$ cat config.mk
export PLATFORM = sky130hd
export DESIGN_NAME = xcv_ctrl
export DESIGN_NICKNAME = d
export VERILOG_FILES = /design/src/design/xcv_edge.v /design/src/design/xcv_shift.v /design/src/design/xcv_ctrl.v
export VERILOG_INCLUDE_DIRS = /design/src /design/src/design
export SDC_FILE = /design/constraint.sdc
export NUM_CORES = 1
export LEC_CHECK = 0
export BUFFER_PORTS_ARGS = -buffer_cell sky130_fd_sc_hd__buf_2
export CAP_MARGIN = 30
export CELL_PAD_IN_SITES_DETAIL_PLACEMENT = 0
export CELL_PAD_IN_SITES_GLOBAL_PLACEMENT = 1
export CORE_MARGIN = 1.5
export CORE_UTILIZATION = 39
export DETAILED_ROUTE_END_ITERATION = 10
export GPL_ROUTABILITY_DRIVEN = 1
export MAX_ROUTING_LAYER = met4
export PLACE_DENSITY_LB_ADDON = 0.05
export SLEW_MARGIN = 20
export SYNTH_ARGS = -nofsm -noshare
export SYNTH_HDL_FRONTEND = slang
export SYNTH_SLANG_ARGS = --single-unit
$ cat constraint.sdc
create_clock -name clock -period 2.2 [get_ports clock]
set_clock_uncertainty 0.15 [all_clocks]
set_input_delay 0.11 -clock clock [delete_from_list [all_inputs] [get_ports clock]]
set_output_delay 0.11 -clock clock [all_outputs]
set_load 0.005 [all_outputs]
$ cat src/design/xcv_defines.vh
// Constants for the transceiver control-pin block.
// Assumes inclusion by bare name from the design files.
`ifndef XCV_DEFINES_VH
`define XCV_DEFINES_VH

// ----------------------------------------------------------------
// Widths
// ----------------------------------------------------------------
`define XCV_DATA_W 8
`define XCV_CNT_W 4
`define XCV_THR_W 6

// ----------------------------------------------------------------
// Serial framing states, one-hot
// ----------------------------------------------------------------
`define XCV_ST_IDLE 3'h1
`define XCV_ST_RX 3'h2
`define XCV_ST_TX 3'h4

// ----------------------------------------------------------------
// Counts and reset values
// ----------------------------------------------------------------
`define XCV_LAST_BIT 4'h7
`define XCV_CNT_ZERO 4'h0
`define XCV_CNT_ONE 4'h1
`define XCV_BYTE_RESET 8'h00

`endif

$ cat src/design/xcv_edge.v
// Edge detector for one synchronous input.
// Assumes the input is already synchronous to clock.
`timescale 1ns/100ps
`default_nettype none

module xcv_edge (
    // Clock and reset
    input wire clock,
    input wire rst_b,
    // Sampled level
    input wire level_in,
    // Edge strobes, valid in the cycle the new level is seen
    output wire rise,
    output wire fall
);

    reg prev;

    always @(posedge clock) begin
        if (!rst_b) begin
            prev <= 1'b0;
        end else begin
            prev <= level_in;
        end
    end

    assign rise = level_in & ~prev;
    assign fall = ~level_in & prev;

endmodule

`default_nettype wire

$ cat src/design/xcv_shift.v
// Parameterised left-shifting register with parallel load.
// Assumes load and shift are never asked in the same cycle.
`timescale 1ns/100ps
`default_nettype none

module xcv_shift #(
    parameter W = 8
) (
    // Clock and reset
    input wire clock,
    input wire rst_b,
    // Control
    input wire clear,
    input wire load,
    input wire [W-1:0] load_val,
    input wire shift_en,
    input wire bit_in,
    // Contents
    output reg [W-1:0] value
);

    always @(posedge clock) begin
        if (!rst_b) begin
            value <= {W{1'b0}};
        end else if (clear) begin
            value <= {W{1'b0}};
        end else if (load) begin
            value <= load_val;
        end else if (shift_en) begin
            value <= {value[W-2:0], bit_in};
        end
    end

endmodule

`default_nettype wire

$ cat src/design/xcv_ctrl.v
// Control-pin logic of an optical transceiver front end: signal-loss
// output, rate mode, transmit disable and fault latch, serial link framing.
// Assumes all inputs synchronous to clock; SDA wire resolved outside.
`timescale 1ns/100ps
`default_nettype none
`include "xcv_defines.vh"

module xcv_ctrl #(
    parameter DATA_W = `XCV_DATA_W,
    parameter THR_W = `XCV_THR_W
) (
    // Clock and reset
    input wire clock,
    input wire rst_b,
    // Receive amplitude and signal-loss configuration
    input wire [THR_W-1:0] rx_amplitude,
    input wire [THR_W-1:0] signal_loss_threshold,
    input wire signal_loss_polarity,
    input wire signal_loss_enable,
    // Rate selection
    input wire rate_select_pin,
    input wire rate_select_bit,
    // Transmitter control and fault
    input wire tx_disable,
    input wire tx_fault_cond,
    // Serial link pins
    input wire chip_select_in,
    input wire serial_clock_in,
    input wire sda_in,
    // Read-back data from the register side
    input wire read_load,
    input wire [DATA_W-1:0] read_data,
    // Signal-loss and mode outputs
    output reg signal_loss_out,
    output reg high_bandwidth,
    output reg high_gain,
    // Transmitter outputs
    output reg tx_current_on,
    output reg fault_out,
    // Serial data line drive
    output reg sda_out,
    output reg sda_oe_b,
    // Received data and frame status
    output reg [DATA_W-1:0] rx_byte,
    output reg rx_valid,
    output reg frame_active,
    output reg contention
);

    // ------------------------------------------------------------
    // Signal loss
    // ------------------------------------------------------------
    wire below_threshold;
    wire next_signal_loss;

    assign below_threshold = rx_amplitude < signal_loss_threshold;
    // Disabled detector keeps the output deasserted
    assign next_signal_loss = signal_loss_enable &
        (signal_loss_polarity ? below_threshold : ~below_threshold);

    always @(posedge clock) begin
        if (!rst_b) begin
            signal_loss_out <= 1'b0;
        end else begin
            signal_loss_out <= next_signal_loss;
        end
    end

    // ------------------------------------------------------------
    // Rate mode
    // ------------------------------------------------------------
    always @(posedge clock) begin
        if (!rst_b) begin
            high_bandwidth <= 1'b0;
            high_gain <= 1'b1;
        end else begin
            high_bandwidth <= rate_select_pin | rate_select_bit;
            high_gain <= ~(rate_select_pin | rate_select_bit);
        end
    end

    // ------------------------------------------------------------
    // Transmitter enable and fault latch
    // ------------------------------------------------------------
    reg fault_latch;

    always @(posedge clock) begin
        if (!rst_b) begin
            tx_current_on <= 1'b0;
            fault_latch <= 1'b0;
            fault_out <= 1'b0;
        end else begin
            tx_current_on <= ~tx_disable;
            // Condition present wins over the clear
            if (tx_fault_cond) begin
                fault_latch <= 1'b1;
            end else if (tx_disable) begin
                fault_latch <= 1'b0;
            end
            fault_out <= fault_latch | tx_fault_cond;
        end
    end

    // ------------------------------------------------------------
    // Serial pin edges
    // ------------------------------------------------------------
    wire cs_rise;
    wire cs_fall;
    wire scl_rise;
    wire scl_fall;

    xcv_edge u_cs_edge (
        .clock(clock),
        .rst_b(rst_b),
        .level_in(chip_select_in),
        .rise(cs_rise),
        .fall(cs_fall)
    );

    xcv_edge u_scl_edge (
        .clock(clock),
        .rst_b(rst_b),
        .level_in(serial_clock_in),
        .rise(scl_rise),
        .fall(scl_fall)
    );

    // ------------------------------------------------------------
    // Framing state machine
    // ------------------------------------------------------------
    localparam ST_IDLE = `XCV_ST_IDLE;
    localparam ST_RX = `XCV_ST_RX;
    localparam ST_TX = `XCV_ST_TX;

    reg [2:0] state;
    reg [`XCV_CNT_W-1:0] bit_cnt;
    wire [DATA_W-1:0] rx_value;
    wire [DATA_W-1:0] tx_value;
    wire in_rx;
    wire in_tx;
    wire rx_shift;
    wire tx_shift;
    wire tx_load;
    wire at_last_bit;

    assign in_rx = (state == ST_RX);
    assign in_tx = (state == ST_TX);
    // Clock and data are only looked at inside a framed cycle
    assign rx_shift = in_rx & chip_select_in & scl_rise;
    assign tx_shift = in_tx & chip_select_in & scl_fall;
    assign tx_load = in_rx & chip_select_in & read_load & (bit_cnt == `XCV_CNT_ZERO);
    assign at_last_bit = (bit_cnt == `XCV_LAST_BIT);

    xcv_shift #(
        .W(DATA_W)
    ) u_rx_shift (
        .clock(clock),
        .rst_b(rst_b),
        .clear(cs_fall),
        .load(1'b0),
        .load_val(read_data),
        .shift_en(rx_shift),
        .bit_in(sda_in),
        .value(rx_value)
    );

    xcv_shift #(
        .W(DATA_W)
    ) u_tx_shift (
        .clock(clock),
        .rst_b(rst_b),
        .clear(cs_fall),
        .load(tx_load),
        .load_val(read_data),
        .shift_en(tx_shift),
        .bit_in(1'b1),
        .value(tx_value)
    );

    always @(posedge clock) begin
        if (!rst_b) begin
            state <= ST_IDLE;
            bit_cnt <= `XCV_CNT_ZERO;
            rx_byte <= `XCV_BYTE_RESET;
            rx_valid <= 1'b0;
            frame_active <= 1'b0;
            contention <= 1'b0;
            sda_out <= 1'b0;
            sda_oe_b <= 1'b1;
        end else begin
            rx_valid <= 1'b0;
            sda_out <= 1'b0;
            if (!chip_select_in) begin
                // Frame end: release line, back to initial state
                state <= ST_IDLE;
                bit_cnt <= `XCV_CNT_ZERO;
                frame_active <= 1'b0;
                contention <= 1'b0;
                sda_oe_b <= 1'b1;
            end else begin
                case (state)
                    ST_IDLE: begin
                        if (cs_rise) begin
                            state <= ST_RX;
                            bit_cnt <= `XCV_CNT_ZERO;
                            frame_active <= 1'b1;
                        end
                    end
                    ST_RX: begin
                        if (tx_load) begin
                            state <= ST_TX;
                            // Pull low for a zero, release for a one
                            sda_oe_b <= read_data[DATA_W-1] | contention;
                        end else if (rx_shift) begin
                            if (at_last_bit) begin
                                bit_cnt <= `XCV_CNT_ZERO;
                                rx_byte <= {rx_value[DATA_W-2:0], sda_in};
                                rx_valid <= 1'b1;
                            end else begin
                                bit_cnt <= bit_cnt + `XCV_CNT_ONE;
                            end
                        end
                    end
                    ST_TX: begin
                        if (scl_rise && sda_oe_b && !sda_in) begin
                            // Line held low by the controller: stop driving
                            contention <= 1'b1;
                        end
                        if (tx_shift) begin
                            if (at_last_bit) begin
                                state <= ST_RX;
                                bit_cnt <= `XCV_CNT_ZERO;
                                sda_oe_b <= 1'b1;
                            end else begin
                                bit_cnt <= bit_cnt + `XCV_CNT_ONE;
                                sda_oe_b <= tx_value[DATA_W-2] | contention;
                            end
                        end
                    end
                    default: begin
                        state <= ST_IDLE;
                        bit_cnt <= `XCV_CNT_ZERO;
                        sda_oe_b <= 1'b1;
                    end
                endcase
            end
        end
    end

endmodule

`default_nettype wire

==> results.json, run 1 <==
{
  "p_sw_mw": 0.328,
  "ant_nets": 0,
  "netlist-cell-type-count": 50,
  "cp_data_required_time_ns": 2.23,
  "cts_inserted_buffers": 5,
  "timing.fmax_mhz": 512,
  "die-area_um2": 5280,
  "clkTransAtPathRegs_ns": 0.08,
  "min_period_over_period": 0.887,
  "drive_gt1_frac": 0.264,
  "hold_class": "in2reg",
  "worstSkewPairLatency_ns": 0.29,
  "routedWlPerCell_um": 12.8,
  "maxCapViolCount": 0,
  "ctsResizeCount": 0,
  "syn_area_um2": 1890,
  "io_buffers": 48,
  "antenna_found_initial": 0,
  "p_leak_nw": 0.993,
  "pwr-share-clk": 0.408,
  "finalSetupTns_ns": 0,
  "min_to": "fault_out",
  "cts_num_sinks": 41,
  "ys_ff_latch": 41,
  "routed-via-count": 1606,
  "setup_viol": 0,
  "reg2reg_depth": 6,
  "grt_pass1_vias": 1541,
  "crit_type": "in2reg",
  "htree_levels": 2,
  "grt_overflow_total": 0,
  "power.density_nw_per_um2": 620,
  "intPower_mw": 1.20,
  "r2r_end": "bit_cnt[2]",
  "critPathCaptureType": "register",
  "synth.avg_cell_area_um2": 9.66,
  "start_util": 0.404,
  "rsz0062_at_grt": "no",
  "seq_area_frac_synth": 0.433,
  "ctsRootBufferMaster": "clkbuf_8",
  "drcViolationCount": 0,
  "globalplace.congestion": 0.758,
  "vias_per_cell": 5.03,
  "grt_max_degree": 17,
  "slew_violations": 0,
  "cp_max_fo": 2,
  "status": "completed",
  "power_mw": 1.53,
  "coreArea_um2": 4690,
  "finalCriticalPeriod_ns": 1.95,
  "synth.net_count": 235,
  "peakVddDrop_mv": 0.294,
  "crit-reg2reg-launch": "bit_cnt[0]",
  "reg2reg_slack_ns": 0.25,
  "crit_arrival_ns": 1.98,
  "synthCells": 196,
  "grt_pass1_wl_um": 6830,
  "diodes": 0,
  "grtUsageTotal": 0.172,
  "die_w_um": 72.7,
  "power_frac_seq": 0.498,
  "hpwl_um": 3080,
  "synth_top_cell_by_area": "dfxtp_1",
  "ys_top_cells_by_area": "dfxtp_1 (43%), mux2i_1 (11%), ha_1 (4.6%)",
  "first_iter_violations": 42,
  "synth_warnings": 0,
  "hold_depth": 2,
  "rows": 25,
  "area_delta_synth_final_pct": 30.4,
  "cts_tree": "yes",
  "min_from": "rst_b",
  "finalNetCount": 303,
  "die_h_um": 72.7,
  "drt-total-wl_um": 4070,
  "swShare": 0.214,
  "start_kind": "input pin",
  "drtPass1Iterations": 4,
  "io_pins": 50,
  "max-clock-path-buffers": 2,
  "synthDominantCellAreaShare": 0.433,
  "finalHoldViolCount": 0,
  "combPwrFrac": 0.094
}
## final cells by class
type / instances / area (um^2)
clock buffers: 7 / 86.3
clock inverters: 1 / 30.0
fillers: 461 / 2220
inverters: 12 / 45.0
multi-input cells: 135 / 985
flip-flops and latches: 41 / 821
well taps: 54 / 67.6
repair buffers: 69 / 435
## logic make-up after synthesis
| family | Yosys count | synth area share |
|---|---|---|
| compound gates | 41 | 0.147 |
| xor+xnor | 1 | 0.00462 |
| fa+ha+maj | 7 | 0.0462 |
| flops | 41 | 0.433 |
| mux | 20 | 0.106 |
| other cells | 1 | 0.00198 |
| buf+inv | 20 | 0.0469 |
| simple gates | 65 | 0.215 |
## registers in the layout (all words and copies together), names as in the netlist
name	count
contention	1
tx_current_on	1
fault_out	1
high_gain	1
signal_loss_out	1
state	3
fault_latch	1
frame_active	1
u_tx_shift.value	7
rx_byte	8
sda_oe_b	1
bit_cnt	4
u_cs_edge.prev	1
high_bandwidth	1
u_scl_edge.prev	1
rx_valid	1
u_rx_shift.value	7
## metrics by stage
stage	std cells	hold slack (ns)	worst slack [ns]	cell area, um^2	util
detailed placement	296	0.138	0.258	2200	0.470
CTS	319	0.0328	0.242	2470	0.526
global route	319	0.0412	0.0737	2470	0.526
floorplan	196	0.0316	0.450	1890	-
global placement	296	0.129	0.252	2200	0.470
finish	319	0.0360	0.248	2470	0.526
## power by group through the flow
stage               Clock (mW)  Sequential (mW)  Combinational [mW]
floorplan                    0            0.778              0.0700
global route             0.674            0.764               0.162
finish                   0.625            0.762               0.145
global placement             0            0.779               0.122
detailed placement           0            0.780               0.124
CTS                      0.644            0.762               0.146
## cell usage in the layout, fill, tap and decap left out, drive strengths merged, types with 5 or more instances in the layout
cell	n
dlygate4sd3	15
clkbuf	7
nor2	21
buf	54
ha	7
o21ai	9
mux2i	20
dfxtp	41
inv	12
a211oi	5
nor2b	9
a21oi	9
## how the worst max path moves through the flow
stage                         startpoint         endpoint  slack, ns
CTS                           bit_cnt[0]       bit_cnt[2]       0.24
finish              signal_loss_polarity  signal_loss_out       0.25
floorplan                     bit_cnt[0]       bit_cnt[2]       0.45
detailed placement            bit_cnt[0]       bit_cnt[2]       0.26
global route                  bit_cnt[0]       bit_cnt[2]       0.07
global placement              bit_cnt[0]       bit_cnt[2]       0.25
## cells in the mapped netlist, drive strengths merged
library cell  number
o21a               3
nor4               3
nand4              1
a311oi             1
a211oi             5
nor2              21
nand3              3
nor4b              1
o211ai             3
nor3b              4
and3b              1
or2b               1
or3b               2
conb               1
and4bb             1
nor4bb             1
a2111oi            1
a32o               2
xnor2              1
a21o               2
o32ai              1
a22oi              1
nand2b             3
o21bai             1
a21boi             1
ha                 7
a21oi              9
dfxtp             41
nor3               2
and3               1
nand2              3
nand4bb            1
nor2b              9
mux2i             20
or2                1
inv               12
buf                3
and2               2
a22o               1
o21ai              9
clkbuf             5
nand3b             4
o2bb2a             1
## per-layer routing
layer,wire length [um],global-route usage,vias up
li1,-,-,828
met1,1830,0.199,737
met2,1990,0.291,37
met3,209,0.0442,4
met4,39,0.0566,0
met5,0,-,-
## worst max-delay path, stage by stage
cell and delay [ns]:
dlygate4sd3_1 0.53, buf_2 0.13, nand3_1 0.07, dlygate4sd3_1 0.54
mux2i_1 0.06, dlygate4sd3_1 0.55
## repair_timing
action	4_1_cts	5_1_grt
hold buffers	15	0
setup buffers	0	0
hold endpoints to repair	15	0
endpoints found under the setup margin	0	0
Note: power is estimated with default switching activity, not from simulation.
==> inputs of run 2 (changes only) <==
- CORE_ASPECT_RATIO: not set -> 1.4
==> results.json, run 2 (synthesized netlist as in run 1, its figures left out) <==
{
  "routed-via-count": 1612,
  "rows": 29,
  "slew_violations": 0,
  "grt_max_degree": 17,
  "rsz0062_at_grt": "no",
  "cts_inserted_buffers": 5,
  "p_sw_mw": 0.338,
  "top_register": "rx_byte",
  "drtPass1Iterations": 4,
  "cp_max_fo": 5,
  "intPower_mw": 1.06,
  "hold_class": "in2reg",
  "setup_viol": 0,
  "grtUsageTotal": 0.178,
  "final_common_cell": "buf_2",
  "top_regs": "rx_byte (8), u_rx_shift.value (7), u_tx_shift.value (7)",
  "finalSetupTns_ns": 0,
  "critPathCaptureType": "register",
  "combPwrFrac": 0.106,
  "fillers": 477,
  "grt_pass1_vias": 1556,
  "cts_num_sinks": 41,
  "coreArea_um2": 4610,
  "hpwl_um": 3060,
  "start_kind": "register",
  "drive_gt1_frac": 0.264,
  "power.density_nw_per_um2": 570,
  "largest_register_ffs": 8,
  "pwr-share-clk": 0.349,
  "area_delta_synth_final_pct": 29.4,
  "worstSkewPairLatency_ns": 0.29,
  "peakVddDrop_mv": 0.393,
  "p_leak_nw": 0.973,
  "status": "completed",
  "die_h_um": 85.5,
  "grt_overflow_total": 0,
  "io_buffers": 48,
  "clkTransAtPathRegs_ns": 0.08,
  "min_period_over_period": 0.888,
  "die_w_um": 61.9,
  "crit_arrival_ns": 1.99,
  "ctsResizeCount": 0,
  "io_pins": 50,
  "start_util": 0.411,
  "max-clock-path-buffers": 2,
  "htree_levels": 2,
  "antenna_found_initial": 0,
  "final_cell_mix": "buf_2 (48), dfxtp_1 (41), mux2i_1 (20), nor2_1 (19), dlygate4sd3_1 (15)",
  "finalNetCount": 303,
  "cp_data_required_time_ns": 2.23,
  "first_iter_violations": 54,
  "swShare": 0.242,
  "finalCriticalPeriod_ns": 1.95,
  "cts_tree": "yes",
  "globalplace.congestion": 0.831,
  "power_frac_seq": 0.546,
  "maxCapViolCount": 0,
  "diodes": 0,
  "finalHoldViolCount": 0,
  "crit_type": "reg2reg",
  "drt-total-wl_um": 4120,
  "die-area_um2": 5290,
  "vias_per_cell": 4.93,
  "ant_nets": 0,
  "grt_pass1_wl_um": 6960,
  "power_mw": 1.40,
  "ctsRootBufferMaster": "clkbuf_8",
  "routedWlPerCell_um": 12.6,
  "reg2reg_slack_ns": 0.25,
  "timing.fmax_mhz": 512,
  "drcViolationCount": 0
}
[run 2: cell types whose count changed in the layout (fill, tap and decap cells not counted)]
cell / before / now
clkinvlp_4: 0 / 2
bufinv_16: 1 / 0
clkbuf_8: 6 / 5
[run 2: timing repair]
action | in CTS | in global routing
setup buffers | 0 | 0
hold endpoints to repair | 15 | 0
setup endpoints to repair | 0 | 0
hold buffers | 15 | 0
[run 2: layout make-up]
type	instances	area [um^2]	share of cell area
multi-input combinational	135	985	0.402
sequential	41	821	0.335
timing repair buffer	69	435	0.178
tap	62	77.6	0.0316
clock buffer	6	72.6	0.0296
inverter	12	45.0	0.0184
clock inverter	2	15.0	0.00613
[run 2: layer usage]
metal | global-route usage | part of all wire | wire (um)
met5 | - | 0 | 0
met1 | 0.218 | 0.44 | 1820
met2 | 0.277 | 0.50 | 2070
met3 | 0.0381 | 0.042 | 173
met4 | 0.0735 | 0.015 | 61
[run 2: final timing paths]
kind                              startpoint                   to  depth (start not counted)
worst max-delay path              bit_cnt[0]           bit_cnt[2]                          6
worst max register to register    bit_cnt[0]           bit_cnt[2]                          6
worst min register to register   fault_latch            fault_out                          1
worst min-delay path            read_data[5]  u_tx_shift.value[5]                          4
[run 2: stage by stage]
step	hold slack (ns)	setup slack, ns	instances	area, um^2	util
after detailed placement	0.146	0.279	304	2210	0.480
after CTS	0.0180	0.261	327	2450	0.532
after global routing	0.0441	0.118	327	2450	0.532
after global placement	0.128	0.343	304	2210	0.480
after floorplan	0.0316	0.450	196	1890	-
final	0.0255	0.245	327	2450	0.532
[run 2: power by group through the flow]
stage | Sequential [mW] | Combinational [mW] | Clock [mW]
final | 0.762 | 0.147 | 0.487
after floorplan | 0.778 | 0.0700 | 0
after detailed placement | 0.780 | 0.127 | 0
after global routing | 0.764 | 0.166 | 0.541
after CTS | 0.762 | 0.148 | 0.512
after global placement | 0.780 | 0.123 | 0
[run 2: worst max-delay path, stage by stage (launching register included)]
cell and delay [ns]:
dfxtp_1 0.40, inv_1 0.06, ha_1 0.19, and4bb_2 0.24, o21ai_0 0.35, o211ai_1 0.16
a32o_1 0.29
==> inputs of run 3 (changes only) <==
- CORE_UTILIZATION: 39 -> 42
- clock period: 2.2 -> 2.35 ns (I/O delays scaled with it)
==> results.json, run 3 (synthesized netlist as in run 1, its figures left out) <==
{
  "status": "completed",
  "cp_max_fo": 2,
  "first_iter_violations": 58,
  "top_register": "rx_byte",
  "post-route-util": 0.578,
  "globalplace.congestion": 0.883,
  "cts_tree": "yes",
  "rsz0062_at_grt": "no",
  "worst_pin_slew_ns": 0.548,
  "fin_ws_ns": 0.356,
  "coreArea_um2": 4270,
  "grt_overflow_total": 0,
  "hold_class": "in2reg",
  "slew_violations": 0,
  "final_common_cell": "buf_2",
  "cts_hold_buffers": 15,
  "crit-reg2reg-launch": "bit_cnt[0]",
  "routed-via-count": 1638,
  "slowest_delay_ns": 0.55,
  "peakVddDrop_mv": 0.498,
  "die_h_um": 82.5,
  "postCtsSetupBuffers": 0,
  "drive_gt1_frac": 0.261,
  "io_buffers": 48,
  "diodes": 0,
  "largest_register_ffs": 8,
  "die-area_um2": 4930,
  "vias_per_cell": 5.06,
  "routedWlPerCell_um": 12.5,
  "timing.critical_path.mode_cell": "dlygate4sd3_1",
  "crit_arrival_ns": 2.01,
  "grt_util_met3": 0.0327,
  "hold_depth": 4,
  "area_delta_synth_final_pct": 30.4,
  "ctsResizeCount": 0,
  "io_pins": 50,
  "path_buf_inv": 4,
  "htree_levels": 2,
  "critPathCaptureType": "register",
  "dpl_worst_slack_ns": 0.418,
  "final_cells": 324,
  "relSlewSlack": 0.634,
  "finalHoldViolCount": 0,
  "grt.met2_usage": 0.316,
  "hpwl_um": 3020,
  "drtPass1Iterations": 4,
  "reg2reg_slack_ns": 0.39,
  "drcViolationCount": 0,
  "clkTransAtPathRegs_ns": 0.07,
  "grt_util_met1": 0.201,
  "cts_num_sinks": 41,
  "min_period_over_period": 0.848,
  "top_regs": "rx_byte (8), u_rx_shift.value (7), u_tx_shift.value (7)",
  "die_w_um": 59.8,
  "grt_pass1_wl_um": 6560,
  "hold_ws_ns": 0.0459,
  "rows": 28,
  "setup_viol": 0,
  "r2r_end": "bit_cnt[2]",
  "maxCapViolCount": 0,
  "worstSkewPairLatency_ns": 0.28,
  "top_usage_layer": "met2",
  "power_mw": 1.42,
  "min_to": "u_tx_shift.value[5]",
  "cts_inserted_buffers": 5,
  "finalNetCount": 302,
  "drt-total-wl_um": 4040,
  "ctsRootBufferMaster": "clkbuf_8",
  "final_cell_mix": "buf_2 (48), dfxtp_1 (41), mux2i_1 (20), nor2_1 (19), dlygate4sd3_1 (15)",
  "min_from": "read_data[5]",
  "post_dp_cell_area_um2": 2200,
  "fillers": 398,
  "finalCriticalPeriod_ns": 1.99,
  "path_cells": "dlygate4sd3_1 > buf_2 > nand3_1 > dlygate4sd3_1 > mux2i_1 > dlygate4sd3_1",
  "cp_data_required_time_ns": 2.37,
  "finalSetupTns_ns": 0,
  "max-clock-path-buffers": 2,
  "grt_max_degree": 17,
  "crit_type": "in2reg",
  "antenna_found_initial": 0,
  "grt_pass1_vias": 1569,
  "timing.fmax_mhz": 502,
  "reg2reg_depth": 6,
  "start_kind": "input pin",
  "ant_nets": 0,
  "stdcell_area_um2": 2470,
  "start_util": 0.443,
  "p_leak_nw": 0.988,
  "critPathTopFamily": "buffers and inverters",
  "grtUsageTotal": 0.179,
  "place_inst": 301,
  "cp_slowest_cell": "dlygate4sd3_1",
  "power.density_nw_per_um2": 576
}
-- run 3: changes by cell type in the layout (fill, tap and decap cells not counted) --
| cell | change |
|---|---|
| bufinv_16 | +1 |
| buf_4 | -1 |
| clkinvlp_4 | -2 |
| clkbuf_8 | +1 |
-- run 3: worst max-delay path by stage --
stage,startpoint,to,cells past startpoint
after floorplan,bit_cnt[0],bit_cnt[2],6
after global placement,bit_cnt[0],bit_cnt[3],6
after detailed placement,bit_cnt[0],bit_cnt[2],6
after CTS,signal_loss_polarity,signal_loss_out,6
after global routing,bit_cnt[0],bit_cnt[3],6
final,signal_loss_polarity,signal_loss_out,6
-- run 3: power by group --
group / switching [mW] / internal, mW / leakage [nW]
combinational: 0.0615 / 0.0758 / 0.597
clock: 0.225 / 0.346 / 0.0585
sequential: 0.00774 / 0.706 / 0.333
total: 0.294 / 1.13 / 0.988
-- run 3: area by class of cell --
cell class / count / area (um^2) / area share
Clock buffer: 7 / 86.3 / 0.0350
Clock inverter: 1 / 30.0 / 0.0122
Inverter: 12 / 45.0 / 0.0182
Multi-Input combinational cell: 135 / 985 / 0.399
Sequential cell: 41 / 821 / 0.332
Tap cell: 60 / 75.1 / 0.0304
Timing Repair Buffer: 68 / 428 / 0.173
-- run 3: tightest hold or removal path, delay by kind of cell --
family                 cells  cell delay, ns
AO/OA/AOI/OAI              2            0.18
buffers and inverters      2            0.14
-- run 3: per-layer routing --
metal,vias to the layer above,share of wire
li1,825,-
met1,772,0.44
met2,37,0.52
met3,4,0.032
met4,0,0.0089
met5,-,0
